## config.mk

```make
export PLATFORM = sky130hd
export DESIGN_NAME = rtc_core
export DESIGN_NICKNAME = d
export VERILOG_FILES = /design/src/rtc_pkg.sv /design/src/rtc_corr_if.sv /design/src/rtc_corr.sv /design/src/rtc_core.sv
export VERILOG_INCLUDE_DIRS = /design/src
export SDC_FILE = /design/constraint.sdc
export NUM_CORES = 1
export LEC_CHECK = 0
export BUFFER_PORTS_ARGS = -buffer_cell sky130_fd_sc_hd__buf_4
export CAP_MARGIN = 20
export CORE_UTILIZATION = 62
export DETAILED_ROUTE_END_ITERATION = 12
export PLACE_DENSITY = 0.81
export SLEW_MARGIN = 20
export SYNTH_ARGS = -nofsm -noshare
export SYNTH_HDL_FRONTEND = slang
export SYNTH_SLANG_ARGS = --single-unit
```

## constraint.sdc

```tcl
create_clock -name clk_i -period 12.84 [get_ports clk_i]
set_input_delay 0.642 -clock clk_i [delete_from_list [all_inputs] [get_ports clk_i]]
set_output_delay 0.642 -clock clk_i [all_outputs]
set_load 0.02 [all_outputs]
```

## src/rtc_consts.svh

```systemverilog
// register offsets, field positions, reset values and counts of the counter block
`ifndef RTC_CONSTS_SVH
`define RTC_CONSTS_SVH

// register offsets on the 3-bit register port
`define RTC_ADDR_W        3
`define RTC_OFS_CTRL      3'h0
`define RTC_OFS_PITCTRL   3'h1
`define RTC_OFS_INTCTRL   3'h2
`define RTC_OFS_STATUS    3'h3
`define RTC_OFS_COUNT     3'h4
`define RTC_OFS_PERIOD    3'h5
`define RTC_OFS_COMPARE   3'h6
`define RTC_OFS_CRYSTAL_ERROR_VALUE     3'h7

// control register fields
`define RTC_CTRL_RUN      0
`define RTC_CTRL_DIV_LO   1
`define RTC_CTRL_DIV_HI   4
`define RTC_CTRL_CORR     5
`define RTC_CTRL_SRC_LO   6
`define RTC_CTRL_SRC_HI   7

// periodic timer control fields
`define RTC_PIT_RUN       0
`define RTC_PIT_SEL_LO    1
`define RTC_PIT_SEL_HI    4

// interrupt enable fields
`define RTC_IE_OVF        0
`define RTC_IE_CMP        1
`define RTC_IE_PIT        2

// calibration fields
`define RTC_CAL_ERR_HI    6
`define RTC_CAL_SIGN      7

// reset values
`define RTC_PERIOD_RST    16'hFFFF
`define RTC_WORD_RST      16'h0000

// counts
`define RTC_CORR_INTERVAL 1000000
`define RTC_OSC_DIV_LAST  5'h1F
`define RTC_EVT_LO        5
`define RTC_EVT_HI        12

`endif

```

## src/rtc_pkg.sv

```systemverilog
// types shared by the counter block files
package rtc_pkg;
    // counting clock sources
    typedef enum logic [1:0] {
        SRC_OSC,
        SRC_OSC_DIV32,
        SRC_XTAL,
        SRC_EXT
    } clk_src_e;

    typedef logic [15:0] word_t;
    typedef logic [6:0]  ppm_t;
endpackage

```

## src/rtc_corr_if.sv

```systemverilog
// signals between the prescaler and its crystal correction unit
`timescale 1ns/1ps
interface rtc_corr_if;
    logic               tick;       // crystal-source counting clock tick reaching the prescaler
    logic               enable;     // correction wanted by software
    logic               negative;   // crystal fast: skip counts
    rtc_pkg::ppm_t      err;        // ppm value
    logic               speed_up;   // advance prescaler by two this tick
    logic               slow_down;  // hold prescaler this tick
    logic               active;     // an interval is in progress

    modport core (output tick, output enable, output negative, output err,
                  input speed_up, input slow_down, input active);
    modport corr (input tick, input enable, input negative, input err,
                  output speed_up, output slow_down, output active);
endinterface

```

## src/rtc_corr.sv

```systemverilog
// crystal correction: spreads err corrections over each interval of ticks
`timescale 1ns/1ps
`include "rtc_consts.svh"
module rtc_corr #(
    parameter int INTERVAL = `RTC_CORR_INTERVAL
) (
    input  wire logic   clk_i,
    input  wire logic   arst_n_i,
    rtc_corr_if.corr    cif
);
    logic [19:0] acc;        // error accumulator
    logic [19:0] ticks;      // position inside the interval
    logic        active;     // interval running
    logic        fire;       // correction due on this tick

    wire [19:0] next_acc_sum = acc + {13'h0000, cif.err};
    wire        interval_end = (ticks == 20'(INTERVAL - 1));

    // a correction fires whenever the accumulator passes one interval
    assign fire          = active && cif.tick && (next_acc_sum >= 20'(INTERVAL));
    assign cif.speed_up  = fire && !cif.negative;
    assign cif.slow_down = fire && cif.negative;
    assign cif.active    = active;

    ////////////////////////////////////////////////////////////////////////////
    // interval bookkeeping
    always_ff @(posedge clk_i or negedge arst_n_i) begin
        if (!arst_n_i) begin
            acc    <= 20'h00000;
            ticks  <= 20'h00000;
            active <= 1'b0;
        end else if (cif.tick) begin
            if (!active || interval_end) begin
                active <= cif.enable;
                ticks  <= 20'h00000;
                acc    <= 20'h00000;
            end else begin
                ticks <= ticks + 20'h00001;
                acc   <= fire ? next_acc_sum - 20'(INTERVAL) : next_acc_sum;
            end
        end
    end
endmodule

```

## src/rtc_core.sv

```systemverilog
// real-time counter with shared prescaler, periodic timer and crystal correction
//
// Decided for this implementation: the register offsets and the plain strobed port.
`timescale 1ns/1ps
`include "rtc_consts.svh"

// Notes on behaviour
// - fifteen-bit prescaler divides the counting clock
// - compare pulse on count after match
// - overflow pulse on count after period
// - overflow returns the counter to zero
// - periodic timer runs without the counter
// - four counting clock sources selectable
// - correction one ppm steps, up to 127
// - sign picks skipping or inserting counts
// - correction only with crystal source
// - periodic interrupt every two-power period
// - level events from 64 to 8192
// - periodic timer shares the prescaler clock
// - keeps counting, wakes at regular intervals
// - prescaler stopped while both enables clear
// - timer output toggles every half period
// - corrections spread over million-tick interval
// - running interval finishes after disable
module rtc_core #(
    parameter int CORR_INTERVAL = `RTC_CORR_INTERVAL
) (
    input  wire logic        clk_i,
    input  wire logic        arst_n_i,
    input  wire logic        xtal_tick_i,
    input  wire logic        ext_tick_i,
    input  wire logic        osc_tick_i,
    input  wire logic [2:0]  addr_i,
    input  wire logic [15:0] wdata_i,
    input  wire logic        wr_i,
    input  wire logic        rd_i,
    output logic      [15:0] rdata_o,
    output logic             ovf_evt_o,
    output logic             cmp_evt_o,
    output logic             ovf_irq_o,
    output logic             cmp_irq_o,
    output logic             pit_irq_o,
    output logic             pit_wave_o,
    output logic      [7:0]  pit_evt_o
);
    ////////////////////////////////////////////////////////////////////////////
    // software registers
    logic [7:0]           ctrl;        // run, divider, correction, source
    logic [4:0]           pit_ctrl;    // timer run and period select
    logic [2:0]           int_ctrl;    // interrupt request enables
    rtc_pkg::word_t       period;      // overflow value
    rtc_pkg::word_t       compare;     // compare value
    logic [7:0]           crystal_error_value;       // sign and ppm error

    // block state
    logic [14:0]          presc;       // shared prescaler counter
    rtc_pkg::word_t       count;       // the counter itself
    logic [4:0]           osc_div;     // divide-by-32 for the oscillator

    rtc_corr_if cif ();

    ////////////////////////////////////////////////////////////////////////////
    // register field decode
    wire                  rtc_run  = ctrl[`RTC_CTRL_RUN];
    wire [3:0]            div_sel  = ctrl[`RTC_CTRL_DIV_HI:`RTC_CTRL_DIV_LO];
    wire                  corr_en  = ctrl[`RTC_CTRL_CORR];
    wire rtc_pkg::clk_src_e src    = rtc_pkg::clk_src_e'(ctrl[`RTC_CTRL_SRC_HI:`RTC_CTRL_SRC_LO]);
    wire                  pit_run  = pit_ctrl[`RTC_PIT_RUN];
    wire [3:0]            pit_sel  = pit_ctrl[`RTC_PIT_SEL_HI:`RTC_PIT_SEL_LO];

    wire wr_ctrl    = wr_i && (addr_i == `RTC_OFS_CTRL);
    wire wr_pitctrl = wr_i && (addr_i == `RTC_OFS_PITCTRL);
    wire wr_intctrl = wr_i && (addr_i == `RTC_OFS_INTCTRL);
    wire wr_period  = wr_i && (addr_i == `RTC_OFS_PERIOD);
    wire wr_compare = wr_i && (addr_i == `RTC_OFS_COMPARE);
    wire wr_crystal_error_value   = wr_i && (addr_i == `RTC_OFS_CRYSTAL_ERROR_VALUE);

    ////////////////////////////////////////////////////////////////////////////
    // counting clock selection
    // oscillator divided by 32 gives one tick per 32 oscillator ticks
    wire osc32_tick = osc_tick_i && (osc_div == `RTC_OSC_DIV_LAST);

    wire src_tick = (src == rtc_pkg::SRC_OSC)       ? osc_tick_i  :
                    (src == rtc_pkg::SRC_OSC_DIV32) ? osc32_tick  :
                    (src == rtc_pkg::SRC_XTAL)      ? xtal_tick_i : ext_tick_i;

    // prescaler runs if either function is on
    // timer alone keeps the prescaler going
    wire presc_run = rtc_run || pit_run;
    wire cnt_tick  = src_tick && presc_run;

    // correction only offered for the crystal
    assign cif.tick     = cnt_tick && (src == rtc_pkg::SRC_XTAL);
    // ppm value and sign handed to correction
    assign cif.enable   = corr_en;
    assign cif.negative = crystal_error_value[`RTC_CAL_SIGN];
    assign cif.err      = crystal_error_value[`RTC_CAL_ERR_HI:0];

    // skip a count or insert one
    wire [1:0]  step   = !cnt_tick      ? 2'h0 :
                         cif.speed_up   ? 2'h2 :
                         cif.slow_down  ? 2'h0 : 2'h1;
    wire [15:0] next_presc_sum = {1'b0, presc} + {14'h0000, step};

    // divide by two to the power div_sel
    // a +2 step at divide-by-one still gives a single tick, so at that
    // setting the speed-up adds no count to the counter
    wire [15:0] div_mask   = 16'hFFFF << div_sel;
    // prescaled tick when the masked bits change
    wire        presc_tick = |((next_presc_sum ^ {1'b0, presc}) & div_mask);
    // counter only moves on a prescaled tick
    wire        cnt_step   = presc_tick && rtc_run;

    wire        at_period  = (count == period);
    wire        at_compare = (count == compare);

    // timer level taken from the shared prescaler bits
    // select 15 reads the zero pad, so that setting leaves the timer off
    wire [15:0] presc_ext  = {1'b0, next_presc_sum[14:0]};
    wire        next_wave  = pit_run && (pit_sel != 4'h0) && presc_ext[pit_sel];

    ////////////////////////////////////////////////////////////////////////////
    // register writes; a write to the counter word is ignored
    // limitation: a period written below the running count is only met
    // after the counter rolls over at the top of its range
    always_ff @(posedge clk_i or negedge arst_n_i) begin
        if (!arst_n_i) begin
            ctrl     <= 8'h00;
            pit_ctrl <= 5'h00;
            int_ctrl <= 3'h0;
            period   <= `RTC_PERIOD_RST;
            compare  <= `RTC_WORD_RST;
            crystal_error_value    <= 8'h00;
        end else begin
            if (wr_ctrl)    ctrl     <= wdata_i[7:0];
            if (wr_pitctrl) pit_ctrl <= wdata_i[4:0];
            if (wr_intctrl) int_ctrl <= wdata_i[2:0];
            if (wr_period)  period   <= wdata_i;
            if (wr_compare) compare  <= wdata_i;
            if (wr_crystal_error_value)   crystal_error_value    <= wdata_i[7:0];
        end
    end

    // oscillator divider, free running on its own ticks
    // it runs while deselected, so the first slow tick after a switch may come early
    always_ff @(posedge clk_i or negedge arst_n_i) begin
        if (!arst_n_i) begin
            osc_div <= 5'h00;
        end else if (osc_tick_i) begin
            osc_div <= osc_div + 5'h01;
        end
    end

    // prescaler; holds its value while stopped
    always_ff @(posedge clk_i or negedge arst_n_i) begin
        if (!arst_n_i) begin
            presc <= 15'h0000;
        end else begin
            presc <= next_presc_sum[14:0];
        end
    end

    ////////////////////////////////////////////////////////////////////////////
    // counter with period wrap
    always_ff @(posedge clk_i or negedge arst_n_i) begin
        if (!arst_n_i) begin
            count <= `RTC_WORD_RST;
        end else if (cnt_step) begin
            count <= at_period ? 16'h0000 : count + 16'h0001;
        end
    end

    // event and request pulses, one cycle each
    // events ignore the request enables, so masked requests still leave events
    always_ff @(posedge clk_i or negedge arst_n_i) begin
        if (!arst_n_i) begin
            ovf_evt_o <= 1'b0;
            cmp_evt_o <= 1'b0;
            ovf_irq_o <= 1'b0;
            cmp_irq_o <= 1'b0;
        end else begin
            // overflow pulse on the count past period
            ovf_evt_o <= cnt_step && at_period;
            // compare pulse on the count past compare
            cmp_evt_o <= cnt_step && at_compare;
            // requests that can wake the processor
            ovf_irq_o <= cnt_step && at_period && int_ctrl[`RTC_IE_OVF];
            cmp_irq_o <= cnt_step && at_compare && int_ctrl[`RTC_IE_CMP];
        end
    end

    ////////////////////////////////////////////////////////////////////////////
    // periodic timer: square wave, request on each rising edge
    always_ff @(posedge clk_i or negedge arst_n_i) begin
        if (!arst_n_i) begin
            pit_wave_o <= 1'b0;
            pit_irq_o  <= 1'b0;
        end else begin
            pit_wave_o <= next_wave;
            pit_irq_o  <= next_wave && !pit_wave_o && int_ctrl[`RTC_IE_PIT];
        end
    end

    // level events, one per prescaler bit 5 to 12
    genvar gi;
    generate
        for (gi = `RTC_EVT_LO; gi <= `RTC_EVT_HI; gi++) begin : g_evt
            always_ff @(posedge clk_i or negedge arst_n_i) begin
                if (!arst_n_i) begin
                    pit_evt_o[gi - `RTC_EVT_LO] <= 1'b0;
                end else begin
                    pit_evt_o[gi - `RTC_EVT_LO] <= pit_run && next_presc_sum[gi];
                end
            end
        end
    endgenerate

    ////////////////////////////////////////////////////////////////////////////
    // read multiplexer; every offset is mapped
    rtc_pkg::word_t read_word;
    // whole counter captured in one cycle
    // a single capture of the full word, so no half-old value is read
    assign read_word =
        (addr_i == `RTC_OFS_CTRL)    ? {8'h00, ctrl}            :
        (addr_i == `RTC_OFS_PITCTRL) ? {11'h000, pit_ctrl}      :
        (addr_i == `RTC_OFS_INTCTRL) ? {13'h0000, int_ctrl}     :
        (addr_i == `RTC_OFS_STATUS)  ? {14'h0000, cif.active, pit_wave_o} :
        (addr_i == `RTC_OFS_COUNT)   ? count                    :
        (addr_i == `RTC_OFS_PERIOD)  ? period                   :
        (addr_i == `RTC_OFS_COMPARE) ? compare                  : {8'h00, crystal_error_value};

    // read data held until the next read
    always_ff @(posedge clk_i or negedge arst_n_i) begin
        if (!arst_n_i) begin
            rdata_o <= 16'h0000;
        end else if (rd_i) begin
            rdata_o <= read_word;
        end
    end

    // correction unit
    // interval length is a parameter so a bench can keep runs short
    rtc_corr #(
        .INTERVAL (CORR_INTERVAL)
    ) u_corr (
        .clk_i    (clk_i),
        .arst_n_i (arst_n_i),
        .cif      (cif)
    );
endmodule

```

# == After elaboration in Yosys (flattened, before gate mapping) ==
# Index checks and enable logic that the tools add are counted.
# word_totals
ff_bits,163
input_bits,26
out_inout_bits,30
elab_cells,110
# classes
addsub,6
n_lt_le_gt_ge,2
eq_ne,13
n_shift,1
mux,19
n_bitwise,2
reduce_logical,40
# ops
operator,n
$mux 16,8
$mux 20,3
$eq 16x16->1,2
$logic_and 1x1->1,30
$add 20x1->20 const B,1
$add 20x7->20,1
$eq 20x20->1 const B,1
$ge 20x20->1 const B,1
$sub 20x20->20 const B,1
$add 15x2->16,1
$add 16x1->16 const B,1
$and 16x16->16,1
$reduce_or 16->1,1
$shl 16x4->16 const A,1
$xor 16x15->16,1
$eq 3x3->1 const B,4
$eq 3x2->1 const B,2
$add 5x1->5 const B,1
$eq 5x5->1 const B,1
$lt 4x5->1 const B,1
$mux 1,5
$bmux 1 s4,1
$mux 2,2
$reduce_bool 4->1,1
8 further kinds,11

# == Longest topological paths before layout ==
# Gate-level depths: netlist of run 1.
# depth
word_depth,19
mapped_depth,29

# == Hierarchy ==
# From an unflattened synthesis of run 1, not the netlist that was laid out.
# hier_totals
hier_cells,960
area_unflattened_um2,9656.8
# by_module_without_submodules
mod,instances,cells_per_inst,area_each_um2,seq_area_each_um2
rtc_core,1,610,6667.6,3072.9
rtc_corr,1,350,2989.1,1026.0

# == Least setup slack after synthesis of run 1 ==
# No wires, ideal clock.
# synth_path
kind,register to register
start,register crystal_error_value[1]
end,register pit_irq_o
setup_time_ns,0.086
arrival_time_ns,5.465
required_time_ns,12.754
slack_ns,7.289
path_stages_with_launch,23
n_path_buf,0
synth_period_minus_slack_ns,5.551
cell_sequence,dfrtp_1 -> ha_1 -> a211oi_1 -> o211ai_1 -> nand2_1 -> xor2_1 -> ha_1 -> nand4b_1 -> a2111oi_2 -> nand4_1 -> a31oi_4 -> o21ai_4 -> nor2b_1 -> ha_1 -> fa_1 -> and3_1 -> and3_1 -> and2_1 -> nand2_1 -> xor2_1 -> mux4_2 -> mux4_2 -> nor3_1
# synth_between
elab_chain_cells,13
# synth_lines
element,line_no,text
"start, declared",rtc_core.sv:53,logic [7:0] crystal_error_value;
"start signal, assigned",rtc_core.sv:140,if (wr_crystal_error_value) crystal_error_value <= wdata_i[7:0];
$add 20x7->20 *,rtc_corr.sv:16,"wire [19:0] next_acc_sum = acc + {13'h0000, cif.err};"
$ge 20x20->1 *,rtc_corr.sv:20,assign fire = active && cif.tick && (next_acc_sum >= 20'(INTERVAL));
$logic_and 1x1->1 *,rtc_corr.sv:20,
$logic_and 1x1->1,rtc_corr.sv:22,assign cif.slow_down = fire && cif.negative;
$mux 1,rtc_core.sv:102,cif.slow_down ? 2'h0 : 2'h1;
$mux 2 *,rtc_core.sv:101,cif.speed_up ? 2'h2 :
$mux 2 *,rtc_core.sv:100,wire [1:0] step = !cnt_tick ? 2'h0 :
$add 15x2->16 *,rtc_core.sv:103,"wire [15:0] next_presc_sum = {1'b0, presc} + {14'h0000, step};"
$bmux 1 s4 *,rtc_core.sv:120,wire next_wave = pit_run && (pit_sel != 4'h0) && presc_ext[pit_sel];
$mux 1 (implied by the code) *,rtc_core.sv:120,
$logic_and 1x1->1 *,rtc_core.sv:120,
$logic_and 1x1->1 * (2 in series),rtc_core.sv:200,pit_irq_o <= next_wave && !pit_wave_o && int_ctrl[`RTC_IE_PIT];
"end signal, assigned",rtc_core.sv:200,
"end, declared",rtc_core.sv:42,"output logic pit_irq_o,"
# Mark *: on every way between the ends. The rest lies on a longest branch, timed or not. The select of a mux whose other input is x is not followed.
# A chain may end at the register's enable or synchronous reset.

# == Worst setup path after layout of run 1 ==
# layout_path
start,register crystal_error_value[1]
end,register count[10]
# layout_between
elab_chain_cells,12
# layout_lines
element,line_no,text
$add 20x7->20 *,rtc_corr.sv:16,
$ge 20x20->1 *,rtc_corr.sv:20,
$logic_and 1x1->1 *,rtc_corr.sv:20,
$logic_and 1x1->1,rtc_corr.sv:22,
$mux 1,rtc_core.sv:102,
$mux 2 *,rtc_core.sv:101,
$mux 2 *,rtc_core.sv:100,
$add 15x2->16 *,rtc_core.sv:103,
$xor 16x15->16 *,rtc_core.sv:110,"wire presc_tick = |((next_presc_sum ^ {1'b0, presc}) & div_mask);"
$and 16x16->16 *,rtc_core.sv:110,
$reduce_or 16->1 *,rtc_core.sv:110,
$logic_and 1x1->1 *,rtc_core.sv:112,wire cnt_step = presc_tick && rtc_run;
"end signal, assigned",rtc_core.sv:167,count <= `RTC_WORD_RST;
"end signal, assigned",rtc_core.sv:169,count <= at_period ? 16'h0000 : count + 16'h0001;
"end, declared",rtc_core.sv:57,rtc_pkg::word_t count;
# Mark *: on every way between the ends. The rest lies on a longest branch, timed or not.

==> results of run 1 <==
## kinds of logic after synthesis
logic type / Yosys count / share of synthesized area (%)
compound gates: 211 / 14.9
xor+xnor: 78 / 7.46
buf+inv: 81 / 3.34
mux: 82 / 10.6
simple gates: 307 / 16.5
fa+ha+maj: 17 / 2.49
flops: 163 / 44.8
## worst max-delay path, stage by stage (launching register included)
cell and delay [ns]:
dfrtp_1 0.41, ha_1 0.31, a211oi_1 0.50, o211ai_1 0.31
nand2_1 0.29, xor2_1 0.23, ha_1 0.19, nand4b_1 0.12
a2111oi_2 0.42, nand4_1 0.20, a31oi_4 0.34, o21ai_4 0.14
nor2b_1 0.18, ha_1 0.21, fa_1 0.43, and3_1 0.21
and3_1 0.22, and2_1 0.20, nand3_1 0.19, a311oi_1 0.07
a211oi_1 0.24, a31o_2 0.46, or2_2 0.34, o21ai_0 0.15
## placed cells by master (no fill, tap or decap), types with 9 or more instances in the layout
master / instances
o22ai_1: 15
nor3_1: 15
inv_1: 37
and2_1: 10
o21ai_0: 63
ha_1: 15
and3_1: 23
clkbuf_16: 17
mux2i_1: 18
xor2_1: 41
nand4_1: 16
dfstp_2: 16
nand2b_1: 16
a21o_1: 9
buf_4: 59
nand3_1: 25
nand2_1: 74
o211ai_1: 9
mux2_2: 58
nor2_1: 84
xnor2_1: 37
nor2b_1: 15
dfrtp_1: 147
a21oi_1: 47
## report_power, final
group / internal [mW] / total, mW / switching [mW]
registers: 0.619 / 0.736 / 0.117
clock network: 0.275 / 0.493 / 0.218
logic: 0.239 / 0.561 / 0.322
total: 1.13 / 1.79 / 0.657
## final timing paths
path | start | endpoint | cells after the start
hold / removal | arst_n_i | compare[10] | 1
max in group asynchronous | arst_n_i | pit_irq_o | 2
min in group clk_i | osc_tick_i | osc_div[0] | 2
setup / recovery | crystal_error_value[1] | count[10] | 23
hold reg to reg | osc_div[3] | osc_div[3] | 1
setup reg to reg | crystal_error_value[1] | count[10] | 23
## state kept, by name, indices dropped and copies added, names as in the netlist, 3 cells and up
register	flops
compare	16
count	16
crystal_error_value	8
ctrl	8
int_ctrl	3
osc_div	5
period	16
pit_ctrl	5
pit_evt_o	8
presc	15
rdata_o	16
u_corr.acc	20
u_corr.ticks	20
## per-layer routing
| metal | vias up | share of wire (%) | global-route usage, % |
|---|---|---|---|
| li1 | 3411 | - | - |
| met1 | 3624 | 47 | 44.2 |
| met2 | 238 | 46 | 48.4 |
| met3 | 37 | 6.2 | 6.27 |
| met4 | 0 | 1.6 | 8.81 |
| met5 | - | 0 | 0 |
## final cells by class
type                            instances  area (um^2)  area share (%)
Tap cell                              184          230            2.25
Inverter                               37          139            1.36
Sequential cell                       163         4100            40.0
Multi-Input combinational cell        695         4760            46.4
Timing Repair Buffer                   60          454            4.43
Clock inverter                         13          124            1.21
Clock buffer                           19          443            4.32
## per-stage QoR
stage | cell area [um^2] | total power, mW | instances | setup WS (ns) | util, %
detailed placement | 9680 | 1.29 | 1139 | 6.47 | 66.8
CTS | 10200 | 1.79 | 1171 | 6.42 | 70.8
floorplan | 9150 | 1.13 | 939 | 7.29 | -
global route | 10200 | 1.89 | 1171 | 5.84 | 70.8
global placement | 9680 | 1.27 | 1139 | 6.69 | 66.8
finish | 10200 | 1.79 | 1171 | 6.32 | 70.8
==> flow_summary.json, run 1 <==
{
  "finalNetCount": 1017,
  "required_ns": 13.14,
  "syn_to_final_growth_pct": 11.9,
  "leakage_nw": 4.49,
  "hold_viol": 0,
  "end_kind": "register",
  "cts_made_buffers": 17,
  "die-area_um2": 15300,
  "die_h_um": 124,
  "vdd.ir_drop.worst_uv": 123,
  "fmax_mhz": 153,
  "drc_errors": 0,
  "drive_gt1_share_pct": 18.9,
  "clock_latency_ns": 0.44,
  "synth.avg_cell_area_um2": 9.75,
  "initial_core_util_pct": 63.2,
  "syn-num-nets": 982,
  "syn_inst": 939,
  "status": "complete, no violations",
  "cts_tree": "done",
  "criticalPathCategory": "reg2reg",
  "yosysWarnings": 0,
  "cp_max_fo": 22,
  "clk_pin_slew_ns": 0.07,
  "synth_area_leader_cell": "dfrtp_1",
  "async_flop_share_pct": 100,
  "tns_ns": 0,
  "netlist_area_um2": 9150,
  "viasPerCell": 6.24,
  "setup_viol": 0,
  "hold_slack_ns": 0.332,
  "cts_resized": 0,
  "wl_um": 21900,
  "hp-class": "in2async",
  "cap_violations": 0,
  "report.final.slew_viol_count": 0,
  "grt_pass1_vias": 6982,
  "n_fill_cell": 1108,
  "die_x_um": 124,
  "timing.final.crit_period_ns": 6.52,
  "cts.sinks": 163,
  "hpwl_um": 15100,
  "netlist.area_leader.share_pct": 40.2,
  "ys_types": 66,
  "synth_commonest_cells": "dfrtp_1 (147), nor2_1 (84), nand2_1 (74)",
  "holdBufCountCts": 0,
  "rsz0062_at_grt": "false",
  "rows": 44,
  "arrival_ns": 6.82,
  "core_um2": 14500,
  "synth_area_leaders": "dfrtp_1 (40%), mux2_2 (7.1%), dfstp_2 (4.6%), xor2_1 (3.9%), xnor2_1 (3.5%)",
  "antenna_found_initial": 0,
  "grt.total_usage_pct": 31.1,
  "synth-edff-count": 0,
  "drt-pass1-iter-count": 5,
  "fin_skew_ns": 0.00818,
  "drtAntennaViolNets": 0,
  "htree_levels": 4,
  "globalRouteOverflowTotal": 0,
  "io_pins": 56,
  "n_antenna_cell": 0,
  "drt_iter0_markers": 788,
  "slew_headroom_pct": 34.7,
  "gp_congestion": 0.945,
  "grt_max_degree": 107,
  "fin_crit_sh_pct": 50.8,
  "yosysMostFrequentCell": "dfrtp_1",
  "reg2reg_slack_ns": 6.32,
  "dominantRegCellSynth": "dfrtp_1",
  "start_kind": "register",
  "io_buffers": 55,
  "vias": 7310,
  "seq_area_frac_synth_pct": 44.8,
  "wl_per_cell_um": 18.7,
  "tightest_slew_ns": 0.977,
  "cts_setup_buffers": 0,
  "ys_ff_latch": 163,
  "grt_pass1_wl_um": 35900,
  "powerDensity_nw_per_um2": 175,
  "cts-root-buf": "clkbuf_16",
  "cts_buffer_depth": 2
}
No activity file was read; power rests on OpenSTA's default activity.
==> inputs of run 2 (changes only) <==
--- a/config.mk
+++ b/config.mk
@@ -6,6 +6,7 @@
 export SDC_FILE = /design/constraint.sdc
 export NUM_CORES = 1
 export LEC_CHECK = 0
+export ABC_AREA = 1
 export BUFFER_PORTS_ARGS = -buffer_cell sky130_fd_sc_hd__buf_4
 export CAP_MARGIN = 20
 export CORE_UTILIZATION = 62
==> constraint.sdc (replaced) <==
create_clock -name clk_i -period 6.5 [get_ports clk_i]
set_input_delay 0.325 -clock clk_i [delete_from_list [all_inputs] [get_ports clk_i]]
set_output_delay 0.325 -clock clk_i [all_outputs]
set_load 0.02 [all_outputs]
==> run 2 against run 1 <==
Effect of this change: largest cell class unchanged; first-iteration DRC count up 7.1%; clock skew about the same; die area up 4.0%.
==> flow_summary.json, run 2 <==
{
  "hold_slack_ns": 0.117,
  "synth_commonest_cells": "nand2_1 (370), inv_1 (176), dfrtp_1 (147)",
  "clk_pin_slew_ns": 0.06,
  "cts_buffer_depth": 2,
  "synth_top_family_by_area": "simple AND/OR/NAND/NOR gates",
  "drc_errors": 0,
  "start_kind": "register",
  "wl_per_cell_um": 15.5,
  "dpl_cell_area_um2": 10100,
  "cts_made_buffers": 17,
  "cpPeakStageDelay_ns": 0.55,
  "vdd.ir_drop.worst_uv": 230,
  "report.final.slew_viol_count": 0,
  "ys_ff_latch": 163,
  "finish.utilization_pct": 72.2,
  "synth_xor_area_share_pct": 3.40,
  "drtAntennaViolNets": 0,
  "netlist.area_leader.share_pct": 38.6,
  "htree_levels": 4,
  "cp_max_fo": 32,
  "dp_cells": 1498,
  "dominantRegCellSynth": "dfrtp_1",
  "arrival_ns": 5.86,
  "fin_crit_sh_pct": 85.2,
  "cap_violations": 0,
  "initial_core_util_pct": 64.5,
  "setup_ws_ns": 0.961,
  "drt-pass1-iter-count": 5,
  "critPathTopFamily": "simple AND/OR/NAND/NOR gates",
  "crit_slowest_cell": "nand2_1",
  "drt_iter0_markers": 844,
  "dp_slack_ns": 1.04,
  "synth-edff-count": 0,
  "rsz0062_at_grt": "false",
  "criticalPathCategory": "reg2reg",
  "synth_area_leader_cell": "dfrtp_1",
  "setup_viol": 0,
  "seq_area_frac_synth_pct": 43.0,
  "die_x_um": 126,
  "layout_common_cells": "nand2_1 (370), inv_1 (176), dfrtp_1 (147)",
  "tightest_slew_ns": 0.993,
  "syn_to_final_growth_pct": 11.8,
  "async_flop_share_pct": 100,
  "hold_viol": 0,
  "hpwl_um": 17000,
  "path_cells": "ha_1, nand2_1, nand3_1, nand2_1, nand2_1, xnor2_1, ha_1, nand3_1, nor2_1, nand3_1, nor2_1, nand3_2, nand3_4, nand2_2, nor3_1, fa_1, nand4_1, nor2_1, nand2_1, nor2_1, a22oi_1, nand4_1, nand2_1, o21ai_0",
  "die_h_um": 126,
  "synth_area_leaders": "dfrtp_1 (39%), nand2_1 (15%), inv_1 (6.9%), o21ai_0 (5.2%), nand3_1 (4.9%)",
  "reg_top3": "u_corr.acc (20), u_corr.ticks (20)",
  "required_ns": 6.82,
  "cts.sinks": 163,
  "tns_ns": 0,
  "cts_setup_buffers": 0,
  "core_um2": 14800,
  "grt_max_degree": 88,
  "cp_num_buf_inv": 0,
  "die-area_um2": 15900,
  "globalRouteOverflowTotal": 0,
  "drive_gt1_share_pct": 11.4,
  "netlist_area_um2": 9520,
  "synth.avg_cell_area_um2": 7.39,
  "muxShareOfSynthArea_pct": 0.236,
  "cts-root-buf": "clkbuf_16",
  "wl_um": 23700,
  "hp-class": "in2reg",
  "viasPerCell": 5.76,
  "finalNetCount": 1377,
  "yosysWarnings": 0,
  "timing.final.crit_period_ns": 5.54,
  "cts_tree": "done",
  "io_pins": 56,
  "grt.total_usage_pct": 31.3,
  "instances_no_fill": 1531,
  "io_buffers": 55,
  "vias": 8815,
  "fmax_mhz": 181,
  "clock_latency_ns": 0.43,
  "cp_common_cell": "nand2_1",
  "grt_pass1_wl_um": 39300,
  "n_antenna_cell": 0,
  "ys_types": 52,
  "leakage_nw": 5.32,
  "end_kind": "register",
  "final_cell_area_um2": 10600,
  "fin_skew_ns": 0.00787,
  "antenna_found_initial": 0,
  "final_common_cell": "nand2_1",
  "powerDensity_nw_per_um2": 308,
  "gp_congestion": 0.996,
  "synth-simple-area-share_pct": 30.8,
  "synth_compound_area_share_pct": 11.4,
  "syn_inst": 1289,
  "rows": 44,
  "status": "complete, no violations",
  "power_mw": 3.28,
  "grt_pass1_vias": 8014,
  "slew_headroom_pct": 33.6,
  "syn-num-nets": 1332,
  "yosysMostFrequentCell": "nand2_1",
  "synth-adder-area-share_pct": 2.39
}
## run 2: cell count changes after synthesis, moves of 23 or more
cell     delta
nand2_1   +296
nand3_1    +68
xnor2_1    -23
o21ai_0    +36
inv_1     +139
mux2_2     -56
## run 2: kinds of logic after synthesis
kind of cell / count (synthesis)
compound gates: 190
xor+xnor: 37
fa+ha+maj: 17
buf+inv: 219
flops: 163
mux: 2
simple gates: 661
## run 2: cell type report
| class | count | area [um^2] |
|---|---|---|
| clock buffers | 20 | 447 |
| clock inverters | 12 | 133 |
| fillers | 1188 | 4110 |
| inverters | 186 | 698 |
| multi-input cells | 907 | 4590 |
| flip-flops and latches | 163 | 4100 |
| well taps | 184 | 230 |
| repair buffers | 59 | 449 |
## run 2: worst register-to-register path: cells and delay by family, from the launching register on
family	cells	cell delay, ns
AO/OA/AOI/OAI	2	0.55
XOR/XNOR	1	0.34
adder cells (fa/ha/maj)	3	0.96
flip-flops	1	0.40
AND/OR/NAND/NOR	18	3.16
## run 2: final timing paths
| path | start | endpoint | slack [ns] | cells after the start |
|---|---|---|---|---|
| max | crystal_error_value[2] | count[13] | 0.96 | 24 |
| min | wdata_i[7] | crystal_error_value[7] | 0.12 | 3 |
| max reg2reg | crystal_error_value[2] | count[13] | 0.96 | 24 |
| min reg2reg | osc_div[3] | osc_div[3] | 0.48 | 1 |
| max in group asynchronous | arst_n_i | rdata_o[11] | 4.50 | 3 |
| min in group asynchronous | arst_n_i | pit_evt_o[7] | 0.52 | 2 |
## run 2: power breakdown
part	leakage (nW)	switching [mW]	internal, mW	total, mW
logic	2.99	0.538	0.333	0.872
registers	2.06	0.194	1.22	1.41
clock network	0.265	0.420	0.575	0.996
total	5.32	1.15	2.12	3.28
## run 2: timing repair
action	CTS	global route
endpoints found under the hold margin	36	0
hold buffers	1	0
resized for setup	0	0
## run 2: metal layers
layer | GRT usage (%) | routed length, um
met1 | 44.0 | 10700
met2 | 49.2 | 10900
met3 | 4.84 | 1530
met4 | 11.3 | 602
met5 | 0 | 0
